$ cat config.mk
export PLATFORM = sky130hd
export DESIGN_NAME = fmr_core
export DESIGN_NICKNAME = d
export VERILOG_FILES = /design/src/design/fmr_pkg.sv /design/src/design/fmr_core.sv
export SDC_FILE = /design/constraint.sdc
export NUM_CORES = 1
export LEC_CHECK = 0
export ABC_CLOCK_PERIOD_IN_PS = 1900
export BUFFER_PORTS_ARGS = -buffer_cell sky130_fd_sc_hd__buf_4
export CORE_ASPECT_RATIO = 0.7
export CORE_MARGIN = 2
export CORE_UTILIZATION = 46
export DETAILED_ROUTE_END_ITERATION = 16
export GPL_ROUTABILITY_DRIVEN = 0
export PLACE_DENSITY = 0.73
export SYNTH_ARGS = -nofsm -noshare
export SYNTH_HDL_FRONTEND = slang
export SYNTH_SLANG_ARGS = --single-unit
export TNS_END_PERCENT = 1
$ cat constraint.sdc
create_clock -name ref_clk -period 1.9 [get_ports ref_clk]
set_input_delay 0 -clock ref_clk [delete_from_list [all_inputs] [get_ports ref_clk]]
set_output_delay 0 -clock ref_clk [all_outputs]
set_load 0.01 [all_outputs]
$ cat src/design/fmr_pkg.sv
package fmr_pkg;

   localparam int DATA_W = 8;
   localparam int MSB    = 7;
   localparam int LSB    = 0;

   localparam logic [7:0] ACC_RESET = 8'h00;
   localparam logic       FLAG_RESET = 1'b0;

   // Operation codes presented by the decoder on opCode.
   localparam logic [3:0] OP_MOVE_TO_ACC = 4'h0;
   localparam logic [3:0] OP_MOVE_TO_MEM = 4'h1;
   localparam logic [3:0] OP_OR_TO_ACC   = 4'h2;
   localparam logic [3:0] OP_OR_TO_MEM   = 4'h3;
   localparam logic [3:0] OP_ROT_MEM     = 4'h4;
   localparam logic [3:0] OP_ROT_ACC     = 4'h5;
   localparam logic [3:0] OP_ROTC_MEM    = 4'h6;
   localparam logic [3:0] OP_ROTC_ACC    = 4'h7;

   typedef enum logic [2:0] {
      FMR_IDLE  = 3'b001,
      FMR_READ  = 3'b010,
      FMR_WRITE = 3'b100
   } fmr_state_t;

endpackage

$ cat src/design/fmr_core.sv
// Function
// - Move-to-accumulator loads memory byte, flags kept.
// - Move-to-memory writes accumulator, flags kept.
// - OR to accumulator, zero flag only.
// - OR to memory, zero flag only.
// - Rotate memory left in place, no flags.
// - Rotate left into accumulator, memory kept.
// - Rotate memory left through carry, in place.
// - Rotate through carry into accumulator.
`timescale 1ns/10ps
module fmr_core
   import fmr_pkg::*;
(
   input  wire logic        ref_clk,
   input  wire logic        resetn,
   input  wire logic        opStart,
   input  wire logic [3:0]  opCode,
   input  wire logic [7:0]  memAddrIn,
   input  wire logic [7:0]  memRdData,
   output logic             opBusy,
   output logic             opDone,
   output logic             memRdEn,
   output logic             memWrEn,
   output logic [7:0]       memAddr,
   output logic [7:0]       memWrData,
   output logic [7:0]       acc,
   output logic             zeroFlag,
   output logic             carryFlag
);

   // Read data must stand while memRdEn is high: the result is taken at
   // the edge that ends the strobe, which saves a wait state per access.
   function automatic logic [7:0] rotLeft(input logic [7:0] v,
                                          input logic       inBit);
      rotLeft = {v[MSB-1:LSB], inBit};
   endfunction

   fmr_state_t  state;
   fmr_state_t  next_state;
   logic [3:0]  op;
   logic [3:0]  next_op;
   logic [7:0]  next_acc;
   logic        next_zeroFlag;
   logic        next_carryFlag;
   logic        next_memRdEn;
   logic        next_memWrEn;
   logic [7:0]  next_memAddr;
   logic [7:0]  next_memWrData;
   logic        next_opDone;
   logic [7:0]  orVal;

   always_comb begin
      next_state     = state;
      next_op        = op;
      next_acc       = acc;
      next_zeroFlag  = zeroFlag;
      next_carryFlag = carryFlag;
      next_memRdEn   = 1'b0;
      next_memWrEn   = 1'b0;
      next_memAddr   = memAddr;
      next_memWrData = memWrData;
      next_opDone    = 1'b0;
      orVal          = acc | memRdData;
      case (state)
         FMR_IDLE: begin
            if (opStart) begin
               next_op      = opCode;
               next_memAddr = memAddrIn;
               if (opCode == OP_MOVE_TO_ACC || opCode == OP_MOVE_TO_MEM ||
                   opCode == OP_OR_TO_ACC || opCode == OP_OR_TO_MEM ||
                   opCode == OP_ROT_MEM || opCode == OP_ROT_ACC ||
                   opCode == OP_ROTC_MEM || opCode == OP_ROTC_ACC) begin
                  if (opCode == OP_MOVE_TO_MEM) begin
                     // No read needed; accumulator goes straight out.
                     next_memWrEn   = 1'b1;
                     next_memWrData = acc;
                     next_state     = FMR_WRITE;
                  end else begin
                     next_memRdEn = 1'b1;
                     next_state   = FMR_READ;
                  end
               end else begin
                  // Unknown codes complete at once with no effect.
                  next_opDone = 1'b1;
               end
            end
         end
         FMR_READ: begin
            next_state = FMR_IDLE;
            next_opDone = 1'b1;
            case (op)
               OP_MOVE_TO_ACC: begin
                  next_acc = memRdData;
               end
               OP_OR_TO_ACC: begin
                  next_acc      = orVal;
                  next_zeroFlag = (orVal == 8'h00);
               end
               OP_OR_TO_MEM: begin
                  next_memWrData = orVal;
                  next_zeroFlag  = (orVal == 8'h00);
                  next_memWrEn   = 1'b1;
                  next_opDone    = 1'b0;
                  next_state     = FMR_WRITE;
               end
               OP_ROT_MEM: begin
                  next_memWrData = rotLeft(memRdData,
                                           memRdData[MSB]);
                  next_memWrEn   = 1'b1;
                  next_opDone    = 1'b0;
                  next_state     = FMR_WRITE;
               end
               OP_ROT_ACC: begin
                  next_acc = rotLeft(memRdData, memRdData[MSB]);
               end
               OP_ROTC_MEM: begin
                  next_memWrData = rotLeft(memRdData, carryFlag);
                  next_carryFlag = memRdData[MSB];
                  next_memWrEn   = 1'b1;
                  next_opDone    = 1'b0;
                  next_state     = FMR_WRITE;
               end
               OP_ROTC_ACC: begin
                  next_acc       = rotLeft(memRdData, carryFlag);
                  next_carryFlag = memRdData[MSB];
               end
               default: begin
               end
            endcase
         end
         FMR_WRITE: begin
            next_state  = FMR_IDLE;
            next_opDone = 1'b1;
         end
         default: begin
            next_state = FMR_IDLE;
         end
      endcase
   end

   always_ff @(posedge ref_clk or negedge resetn) begin
      if (!resetn) begin
         state     <= FMR_IDLE;
         op        <= OP_MOVE_TO_ACC;
         acc       <= ACC_RESET;
         zeroFlag  <= FLAG_RESET;
         carryFlag <= FLAG_RESET;
         memRdEn   <= 1'b0;
         memWrEn   <= 1'b0;
         memAddr   <= 8'h00;
         memWrData <= 8'h00;
         opDone    <= 1'b0;
         opBusy    <= 1'b0;
      end else begin
         state     <= next_state;
         op        <= next_op;
         acc       <= next_acc;
         zeroFlag  <= next_zeroFlag;
         carryFlag <= next_carryFlag;
         memRdEn   <= next_memRdEn;
         memWrEn   <= next_memWrEn;
         memAddr   <= next_memAddr;
         memWrData <= next_memWrData;
         opDone    <= next_opDone;
         opBusy    <= (next_state != FMR_IDLE);
      end
   end

   chk_move_acc_load: assert property (
      @(posedge ref_clk) disable iff (!resetn)
      (state == FMR_READ && op == OP_MOVE_TO_ACC) |=>
         (acc == $past(memRdData) && $stable(zeroFlag) && $stable(carryFlag)))
      else $error("move to accumulator wrong");

   chk_move_mem_write: assert property (
      @(posedge ref_clk) disable iff (!resetn)
      (state == FMR_IDLE && opStart && opCode == OP_MOVE_TO_MEM) |=>
         (memWrEn && memWrData == $past(acc) && $stable(acc)
          && $stable(zeroFlag) && $stable(carryFlag)))
      else $error("move to memory wrong");

   chk_or_acc_zero: assert property (
      @(posedge ref_clk) disable iff (!resetn)
      (state == FMR_READ && op == OP_OR_TO_ACC) |=>
         (acc == ($past(acc) | $past(memRdData)) && zeroFlag == (acc == 8'h00)
          && $stable(carryFlag)))
      else $error("or to accumulator wrong");

   chk_or_mem_write: assert property (
      @(posedge ref_clk) disable iff (!resetn)
      (state == FMR_READ && op == OP_OR_TO_MEM) |=>
         (memWrEn && memWrData == (acc | $past(memRdData)) && $stable(acc)
          && zeroFlag == (memWrData == 8'h00)) ##1 opDone)
      else $error("or to memory wrong");

   chk_rot_mem_value: assert property (
      @(posedge ref_clk) disable iff (!resetn)
      (state == FMR_READ && op == OP_ROT_MEM) |=>
         (memWrEn && memWrData == {$past(memRdData[6:0]), $past(memRdData[7])}
          && $stable(carryFlag) && $stable(zeroFlag) && $stable(acc)))
      else $error("rotate memory wrong");

   chk_rot_acc_value: assert property (
      @(posedge ref_clk) disable iff (!resetn)
      (state == FMR_READ && op == OP_ROT_ACC) |=>
         (acc == {$past(memRdData[6:0]), $past(memRdData[7])} && !memWrEn
          && $stable(carryFlag) && $stable(zeroFlag)))
      else $error("rotate to accumulator wrong");

   chk_rotc_mem_carry: assert property (
      @(posedge ref_clk) disable iff (!resetn)
      (state == FMR_READ && op == OP_ROTC_MEM) |=>
         (memWrEn && memWrData == {$past(memRdData[6:0]), $past(carryFlag)}
          && carryFlag == $past(memRdData[7]) && $stable(zeroFlag)))
      else $error("rotate memory through carry wrong");

   chk_rotc_acc_carry: assert property (
      @(posedge ref_clk) disable iff (!resetn)
      (state == FMR_READ && op == OP_ROTC_ACC) |=>
         (acc == {$past(memRdData[6:0]), $past(carryFlag)}
          && carryFlag == $past(memRdData[7]) && !memWrEn
          && $stable(zeroFlag)))
      else $error("rotate to accumulator through carry wrong");

endmodule

==> metrics.yaml, run 1 <==
cts_made_buffers: 5
cp_data_arrival_time_ns: 1.86
yosys.area.top_type: "dfrtp_1"
cap_violations: 0
hold_viol: 0
fin_util: 0.6827
ios: 53
drtPass1Iterations: 4
r2r_start: "op[3]"
synth_area_um2: 1749
ys_ff_latch: 37
slew_headroom: 0.5088
grt_max_degree: 38
finalCritPeriodShare: 0.9007
r2r_cells: 5
hold_buffers: 14
max_freq_mhz: 584.4
dp_cells: 276
die_area_um2: 4320
avgSynthCellArea_um2: 9.882
path_clk_slew_ns: 0.08
irDropWorstVdd_v: 0.0007506
setup_viol: 0
std_cell_rows: 18
diodes: 0
port_buffers: 52
grt_pass1_wl_mm: 6.982
drv_slew: 0
min_path_type: "in2reg"
grt_use_total: 0.2073
numClockSinks: 37
period_needed_ns: 1.711
start_util: 0.4885
syn-instance-count: 177
required_ns: 2.05
rsz0062_at_grt: "no"
vias: 1520
synth_cell_types: 33
detail_route.wirelength_mm: 4.242
ant_nets: 0
viasPerCell: 5.101
synth_top_area_frac: 0.5150
multiInputGateArea_um2: 738.2
min_from: "memRdData[6]"
worst_pin_slew_ns: 0.7318
final_common_cell: "buf_4"
synth_fp_nets: 200
synth_seq_area_share: 0.5300
synthTopCellsByArea: "dfrtp_1 (52%), nand2_1 (10%), mux2i_1 (8.6%)"
fillers: 292
hold_depth: 3
drtIter0Drc: 82
clock_latency_ns: 0.29
cts_root_buffer: "clkbuf_8"
area_delta_synth_final_pct: 39.77
yosysWarnings: 0
h-tree-depth: 2
grt_pass1_vias: 1478
route.detailed.drc: 0
cp-start-kind: "flip-flop"
dpl_worst_slack_ns: 0.2080
leakage_nw: 1.215
critPathMaxFanout: 8
critPathLaunch: "op[3]"
wl_per_cell_um: 14.23
final_cell_mix: "buf_4 (57), nand2_1 (48), dfrtp_1 (36)"
post-cts-setup-buffer-count: 0
core_um2: 3581
overflow: 0
cts_tree: "yes"
post-dp-hpwl_mm: 2.831
drive_gt1_frac: 0.2944
die_w_um: 77.71
power_per_cell_area_nw_per_um2: 1118
crit_type: "reg2reg"
run_status: "finished, final reports clean"
finalWorstSetupSlack_ns: 0.1888
end_kind: "flip-flop"
nets: 270
cts_resized: 0
instances_no_fill: 298
fin_skew_ns: 0.003064
fin_setup_tns_ns: 0
die_h_um: 55.59
clock_path_buffers: 2
grt_antenna_before_repair: 0
seqCellArea_um2: 927.1
## worst max-delay path, stage by stage (launching register included)
cell     delay (ns)
dfrtp_1        0.45
nor4b_2        0.43
buf_4          0.20
o21ai_1        0.25
nand2_1        0.15
o21ai_0        0.09
## cells by family after synthesis
kind of cell	share of synthesized area
flip-flops	0.5300
AO/OA/AOI/OAI	0.1202
multiplexers	0.1009
buffers and inverters	0.04792
AND/OR/NAND/NOR	0.2010
## final cells by class
class,instances,share of cell area
inverter,9,0.01382
tap,50,0.02559
multi-input combinational,123,0.3019
clock buffer,5,0.02815
timing repair buffer,71,0.2323
sequential,37,0.3792
clock inverter,3,0.01894
## power by group
group	leakage, nW	switching (mW)	internal [mW]	total (mW)
logic	0.733	0.399	0.452	0.851
clock network	0.0543	0.294	0.393	0.687
registers	0.428	0.192	1.00	1.20
## Yosys cell counts (all sizes together)
cell type  number
nand2          48
dfrtp          36
o21ai          17
mux2i          15
inv             9
o21a            7
o22ai           7
buf             5
nor2            4
nor3b           4
nor4            4
clkbuf          3
mux2            2
nand3           2
nor3            2
a21oi           1
a32oi           1
and2            1
and3b           1
dfstp           1
nand3b          1
nand4           1
nor2b           1
nor4b           1
o31ai           1
or3             1
or4b            1
## metal layers
| metal | routed length [µm] | track usage | part of all wire | up-vias |
|---|---|---|---|---|
| li1 | - | - | - | 747 |
| met1 | 2045 | 0.2944 | 0.48 | 730 |
| met2 | 1968 | 0.3128 | 0.46 | 36 |
| met3 | 150 | 0.04545 | 0.035 | 7 |
| met4 | 78 | 0.07653 | 0.018 | 0 |
| met5 | 0 | 0 | 0 | - |
## state kept, by name, summed over array words and instances (netlist names)
name	cells
opDone	1
opBusy	1
memRdEn	1
acc	8
memWrEn	1
memWrData	8
carryFlag	1
state	3
zeroFlag	1
op	4
memAddr	8
## stage by stage
step	power (mW)	hold slack [ns]	instance area (µm²)
2_1_floorplan	1.576	-0.2956	1749
3_3_place_gp	2.020	-0.01397	2190
3_5_place_dp	2.040	-0.01255	2190
4_1_cts	2.751	0.03165	2445
5_1_grt	2.899	0.04847	2445
6_report	2.734	0.03536	2445
## worst paths after layout
kind                       slack [ns]    endpoint
max                              0.19      acc[2]
min                              0.04      acc[7]
max reg2reg                      0.19      acc[2]
min reg2reg                      0.48  memAddr[7]
max in group asynchronous        1.33    state[0]
min in group asynchronous        0.22  memAddr[3]
Power figures use the tool's default switching activity.
==> run 2, diff against run 1 <==
Settings changed: ABC_CLOCK_PERIOD_IN_PS 1900 to 1700, CORE_UTILIZATION 46 to 50, PLACE_DENSITY 0.73 to 0.75.
Clock period 1.9 ns to 1.7 ns, I/O delays scaled along.
==> metrics.yaml, run 2 (synthesis gave the netlist of run 1 again) <==
setup_viol: 0  # unchanged
ant_nets: 0  # unchanged
period_needed_ns: 1.656  # -0.05572 ns
end_kind: "flip-flop"
clock_path_buffers: 2  # unchanged
area_delta_synth_final_pct: 41.85
viasPerCell: 5.252  # +3.0%
grt_pass1_vias: 1429  # -3.3%
die_h_um: 53.49  # -3.8%
run_status: "finished, final reports clean"
cap_violations: 0  # unchanged
die_w_um: 74.70  # -3.9%
r2r_cells: 5  # unchanged
overflow: 0  # unchanged
h-tree-depth: 2  # unchanged
ios: 53  # unchanged
wl_per_cell_um: 15.01  # +5.4%
finalPower_mw: 3.017  # +10%
finalCritPeriodShare: 0.9738  # +0.07318
hold_depth: 2  # -1
critPathMaxFanout: 8  # unchanged
crit_type: "reg2reg"
worst_pin_slew_ns: 0.4538  # -0.2780 ns
required_ns: 1.90  # -0.15 ns
drtIter0Drc: 71  # -13%
seqCellArea_um2: 928.4  # +0.13%
fillers: 218  # -25%
cp-start-kind: "flip-flop"
min_path_type: "in2reg"
drive_gt1_frac: 0.3227  # +0.02835
final_common_cell: "buf_4"
route.detailed.drc: 0  # unchanged
holdWs_ns: 0.01018  # -0.02518 ns
post-dp-hpwl_mm: 3.129  # +11%
port_buffers: 52  # unchanged
nets: 273  # +1.1%
vias: 1565  # +3.0%
largestRegisters: "acc (8), memAddr (8), memWrData (8)"
final_cell_mix: "buf_4 (60), nand2_1 (48), dfrtp_1 (35)"
drv_slew: 0  # unchanged
cts_root_buffer: "clkbuf_8"
core_um2: 3254  # -9.1%
start_util: 0.5375  # +0.04902
dpl_worst_slack_ns: 0.02625  # -0.1818 ns
cp_data_arrival_time_ns: 1.86  # about the same
max_freq_mhz: 604.0  # +3.4%
cts_made_buffers: 5  # unchanged
clock_latency_ns: 0.28  # about the same
grt_pass1_wl_mm: 6.941  # -0.59%
hold_viol: 0  # unchanged
leakage_nw: 1.234  # +1.5%
path_clk_slew_ns: 0.07  # about the same
die_area_um2: 3995  # -7.5%
grt_max_degree: 38  # unchanged
cts_tree: "yes"
std_cell_rows: 17  # -1
detail_route.wirelength_mm: 4.473  # +5.4%
power_per_cell_area_nw_per_um2: 1216  # +8.7%
finalWorstSetupSlack_ns: 0.04448  # -0.1443 ns
grt_use_total: 0.2413  # +0.03393
diodes: 0  # unchanged
numClockSinks: 37  # unchanged
multiInputGateArea_um2: 767.0  # +3.9%
rsz0062_at_grt: "yes"
critPathLaunch: "state[0]"
grt_antenna_before_repair: 0  # unchanged
fin_skew_ns: 0.004650  # +0.001585 ns
irDropWorstVdd_v: 0.0008134  # +8.4%
drtPass1Iterations: 4  # unchanged
min_from: "memRdData[7]"
r2r_start: "state[0]"
slew_headroom: 0.6974  # +0.1886
-- run 2: per-stage QoR --
step / cells / cell area (µm²) / utilization / TNS [ns]
after floorplan: 177 / 1749 / - / -0.02150
after global placement: 274 / 2193 / 0.6740 / 0
after detailed placement: 274 / 2193 / 0.6740 / 0
after CTS: 295 / 2425 / 0.7451 / 0
after global routing: 298 / 2481 / 0.7624 / -0.02662
final: 298 / 2481 / 0.7624 / 0
-- run 2: path summary, 6_finish.rpt --
check / endpoint / slack, ns
max in group asynchronous: op[2] / 1.15
min in group asynchronous: memAddr[6] / 0.21
min reg2reg: memAddr[2] / 0.48
min: carryFlag / 0.01
max: memWrData[7] / 0.04
max reg2reg: memWrData[7] / 0.04
-- run 2: what timing repair did --
item / CTS / global route
resized for setup: 0 / 8
setup buffers: 0 / 3
setup endpoints to repair: 0 / 15
hold buffers: 13 / 0
hold endpoints to repair: 51 / 0
-- run 2: metal layers --
layer | part of all wire | up-vias | global-route usage
met2 | 0.46 | 60 | 0.3584
li1 | - | 751 | -
met3 | 0.057 | 6 | 0.05905
met4 | 0.011 | 0 | 0.07440
met1 | 0.47 | 748 | 0.3470
met5 | 0 | - | 0
-- run 2: final cells by class --
type / count / share of cell area
Sequential cell: 37 / 0.3742
Clock buffer: 7 / 0.03883
Inverter: 9 / 0.01362
Timing Repair Buffer: 74 / 0.2385
Multi-Input combinational cell: 123 / 0.3091
Clock inverter: 1 / 0.002017
Tap cell: 47 / 0.02370
-- run 2: power breakdown --
group / switching [mW] / internal (mW) / total (mW)
combinational: 0.470 / 0.522 / 0.992
sequential: 0.240 / 1.12 / 1.36
clock: 0.295 / 0.366 / 0.661
total: 1.01 / 2.01 / 3.02
-- run 2: worst max-delay path, stage by stage (launching register included) --
cell     delay (ns)
dfstp_2        0.56
nand2_1        0.07
or3_4          0.36
o21ai_4        0.19
buf_6          0.18
mux2i_1        0.22
==> run 3, diff against run 2 <==
Settings changed: ABC_AREA set to 1, CORE_UTILIZATION 50 to 52, PLACE_DENSITY 0.75 to 0.76.
==> metrics.yaml, run 3 <==
ys_ff_latch: 37  # unchanged
cts_tree: "yes"
synth-edff-count: 0  # unchanged
yosys.area.top_type: "dfrtp_1"
clock_latency_ns: 0.29  # about the same
largestRegisters: "acc (8), memAddr (8), memWrData (8)"
synthTopCellsByArea: "dfrtp_1 (45%), nand2_1 (23%), nand3_1 (10%)"
synth_seq_area_share: 0.4652  # -0.06488
cp_data_arrival_time_ns: 1.69  # -0.17 ns
synth_fp_nets: 293  # +47%
grt_antenna_before_repair: 0  # unchanged
finalPower_mw: 3.428  # +14%
post-cts-setup-buffer-count: 0  # unchanged
diodes: 0  # unchanged
slew_headroom: 0.6151  # -0.08236
fin_skew_ns: 0.003607  # -0.001043 ns
finalCritPeriodShare: 0.8839  # -0.08997
grt_use_total: 0.2605  # +0.01927
max_freq_mhz: 665.5  # +10%
end_kind: "flip-flop"
drive_gt1_frac: 0.2478  # -0.07487
area_delta_synth_final_pct: 36.85
power_per_cell_area_nw_per_um2: 1257  # +3.4%
period_needed_ns: 1.503  # -0.1529 ns
final_common_cell: "nand2_1"
die_w_um: 78  # +4.4%
ys.flop_type: "dfrtp_1"
viasPerCell: 5.292  # +0.77%
rsz0062_at_grt: "no"
leakage_nw: 1.454  # +18%
drtIter0Drc: 161  # +130%
grt_max_degree: 38  # unchanged
synth_area_um2: 1993  # +14%
cts_resized: 0  # unchanged
path_clk_slew_ns: 0.08  # about the same
hold_viol: 0  # unchanged
vias: 2101  # +34%
setup_viol: 0  # unchanged
hold_buffers: 13  # unchanged
nets: 369  # +35%
die_h_um: 55.80  # +4.3%
drv_slew: 0  # unchanged
async_flop_share: 1.000  # unchanged
worst_pin_slew_ns: 0.5730  # +0.1191 ns
yosysWarnings: 0  # unchanged
port_buffers: 52  # unchanged
run_status: "finished, final reports clean"
fin_setup_tns_ns: 0  # unchanged
irDropWorstVdd_v: 0.001181  # +45%
post-dp-hpwl_mm: 3.648  # +17%
critPathMaxFanout: 9  # +1
min_path_type: "in2reg"
h-tree-depth: 2  # unchanged
required_ns: 1.88  # -0.02 ns
std_cell_rows: 18  # +1
wl_per_cell_um: 13.38  # -11%
syn-instance-count: 270  # +53%
synth_commonest_cells: "nand2_1 (122), nand3_1 (41), dfrtp_1 (36), inv_1 (21), nor2_1 (13)"
cts_made_buffers: 5  # unchanged
cp-start-kind: "flip-flop"
synth_top_area_frac: 0.4520  # -0.06304
synth.most_common_cell: "nand2_1"
route.detailed.drc: 0  # unchanged
drtPass1Iterations: 5  # +1
avgSynthCellArea_um2: 7.382  # -25%
fillers: 300  # +38%
grt_pass1_vias: 1928  # +35%
core_um2: 3603  # +11%
overflow: 0  # unchanged
cap_violations: 0  # unchanged
grt_pass1_wl_mm: 8.928  # +29%
ios: 53  # unchanged
ant_nets: 0  # unchanged
clock_path_buffers: 2  # unchanged
crit_type: "reg2reg"
detail_route.wirelength_mm: 5.313  # +19%
numClockSinks: 37  # unchanged
holdWs_ns: 0.05605  # +0.04587 ns
synth_cell_types: 21  # -36%
start_util: 0.5531  # +0.01564
cts_root_buffer: "clkbuf_8"
die_area_um2: 4352  # +8.9%
final_cell_mix: "nand2_1 (122), buf_4 (59), nand3_1 (41)"
run 3: critical path, stage by stage (launching register included):
cell and delay, ns:
dfrtp_1 0.46, nor3_4 0.44, inv_2 0.19, nand2_1 0.10, nand2_1 0.10, nand2_1 0.07
nand2_1 0.04
run 3: final timing paths:
path	start	to	slack (ns)	cells past startpoint
hold reg to reg	memAddr[5]	memAddr[5]	0.47	2
hold / removal	memRdData[0]	acc[1]	0.06	5
max in group asynchronous	resetn	state[0]	1.16	2
setup reg to reg	state[2]	memWrData[3]	0.20	6
setup / recovery	state[2]	memWrData[3]	0.20	6
min in group asynchronous	resetn	opBusy	0.20	2
run 3: cell type report:
| cell class | instances | area (µm²) | area share |
|---|---|---|---|
| clock buffer | 6 | 82.58 | 0.03028 |
| timing repair buffer | 72 | 573.1 | 0.2101 |
| tap | 50 | 62.56 | 0.02294 |
| inverter | 25 | 95.09 | 0.03486 |
| sequential | 37 | 927.1 | 0.3399 |
| multi-input combinational | 205 | 949.7 | 0.3482 |
| clock inverter | 2 | 37.54 | 0.01376 |
run 3: cell families after synthesis:
kind of cell,synth area share
AND/OR/NAND/NOR,0.4601
AO/OA/AOI/OAI,0.01632
buffers and inverters,0.05838
flip-flops,0.4652
run 3: power by group:
group / total, mW / internal [mW] / leakage [nW] / switching, mW
clock: 0.798 / 0.477 / 0.0574 / 0.321
combinational: 1.28 / 0.601 / 0.964 / 0.676
sequential: 1.35 / 1.13 / 0.433 / 0.225
total: 3.43 / 2.21 / 1.45 / 1.22
run 3: routing by layer:
layer	vias to the layer above	share of wire	wire, µm	track usage
met5	-	0	0	0
met4	0	0.012	63	0.06266
met3	13	0.10	538	0.08442
met2	99	0.43	2311	0.3892
met1	985	0.45	2399	0.3704
li1	1004	-	-	-
run 3: metrics by stage:
step	worst slack, ns	utilization	instance area, µm²	std cells
after floorplan	0.3840	-	1993	270
after global placement	0.2695	0.6875	2477	376
after detailed placement	0.2168	0.6875	2477	376
after CTS	0.1998	0.7569	2728	397
after global routing	0.05380	0.7569	2728	397
final	0.1974	0.7569	2728	397
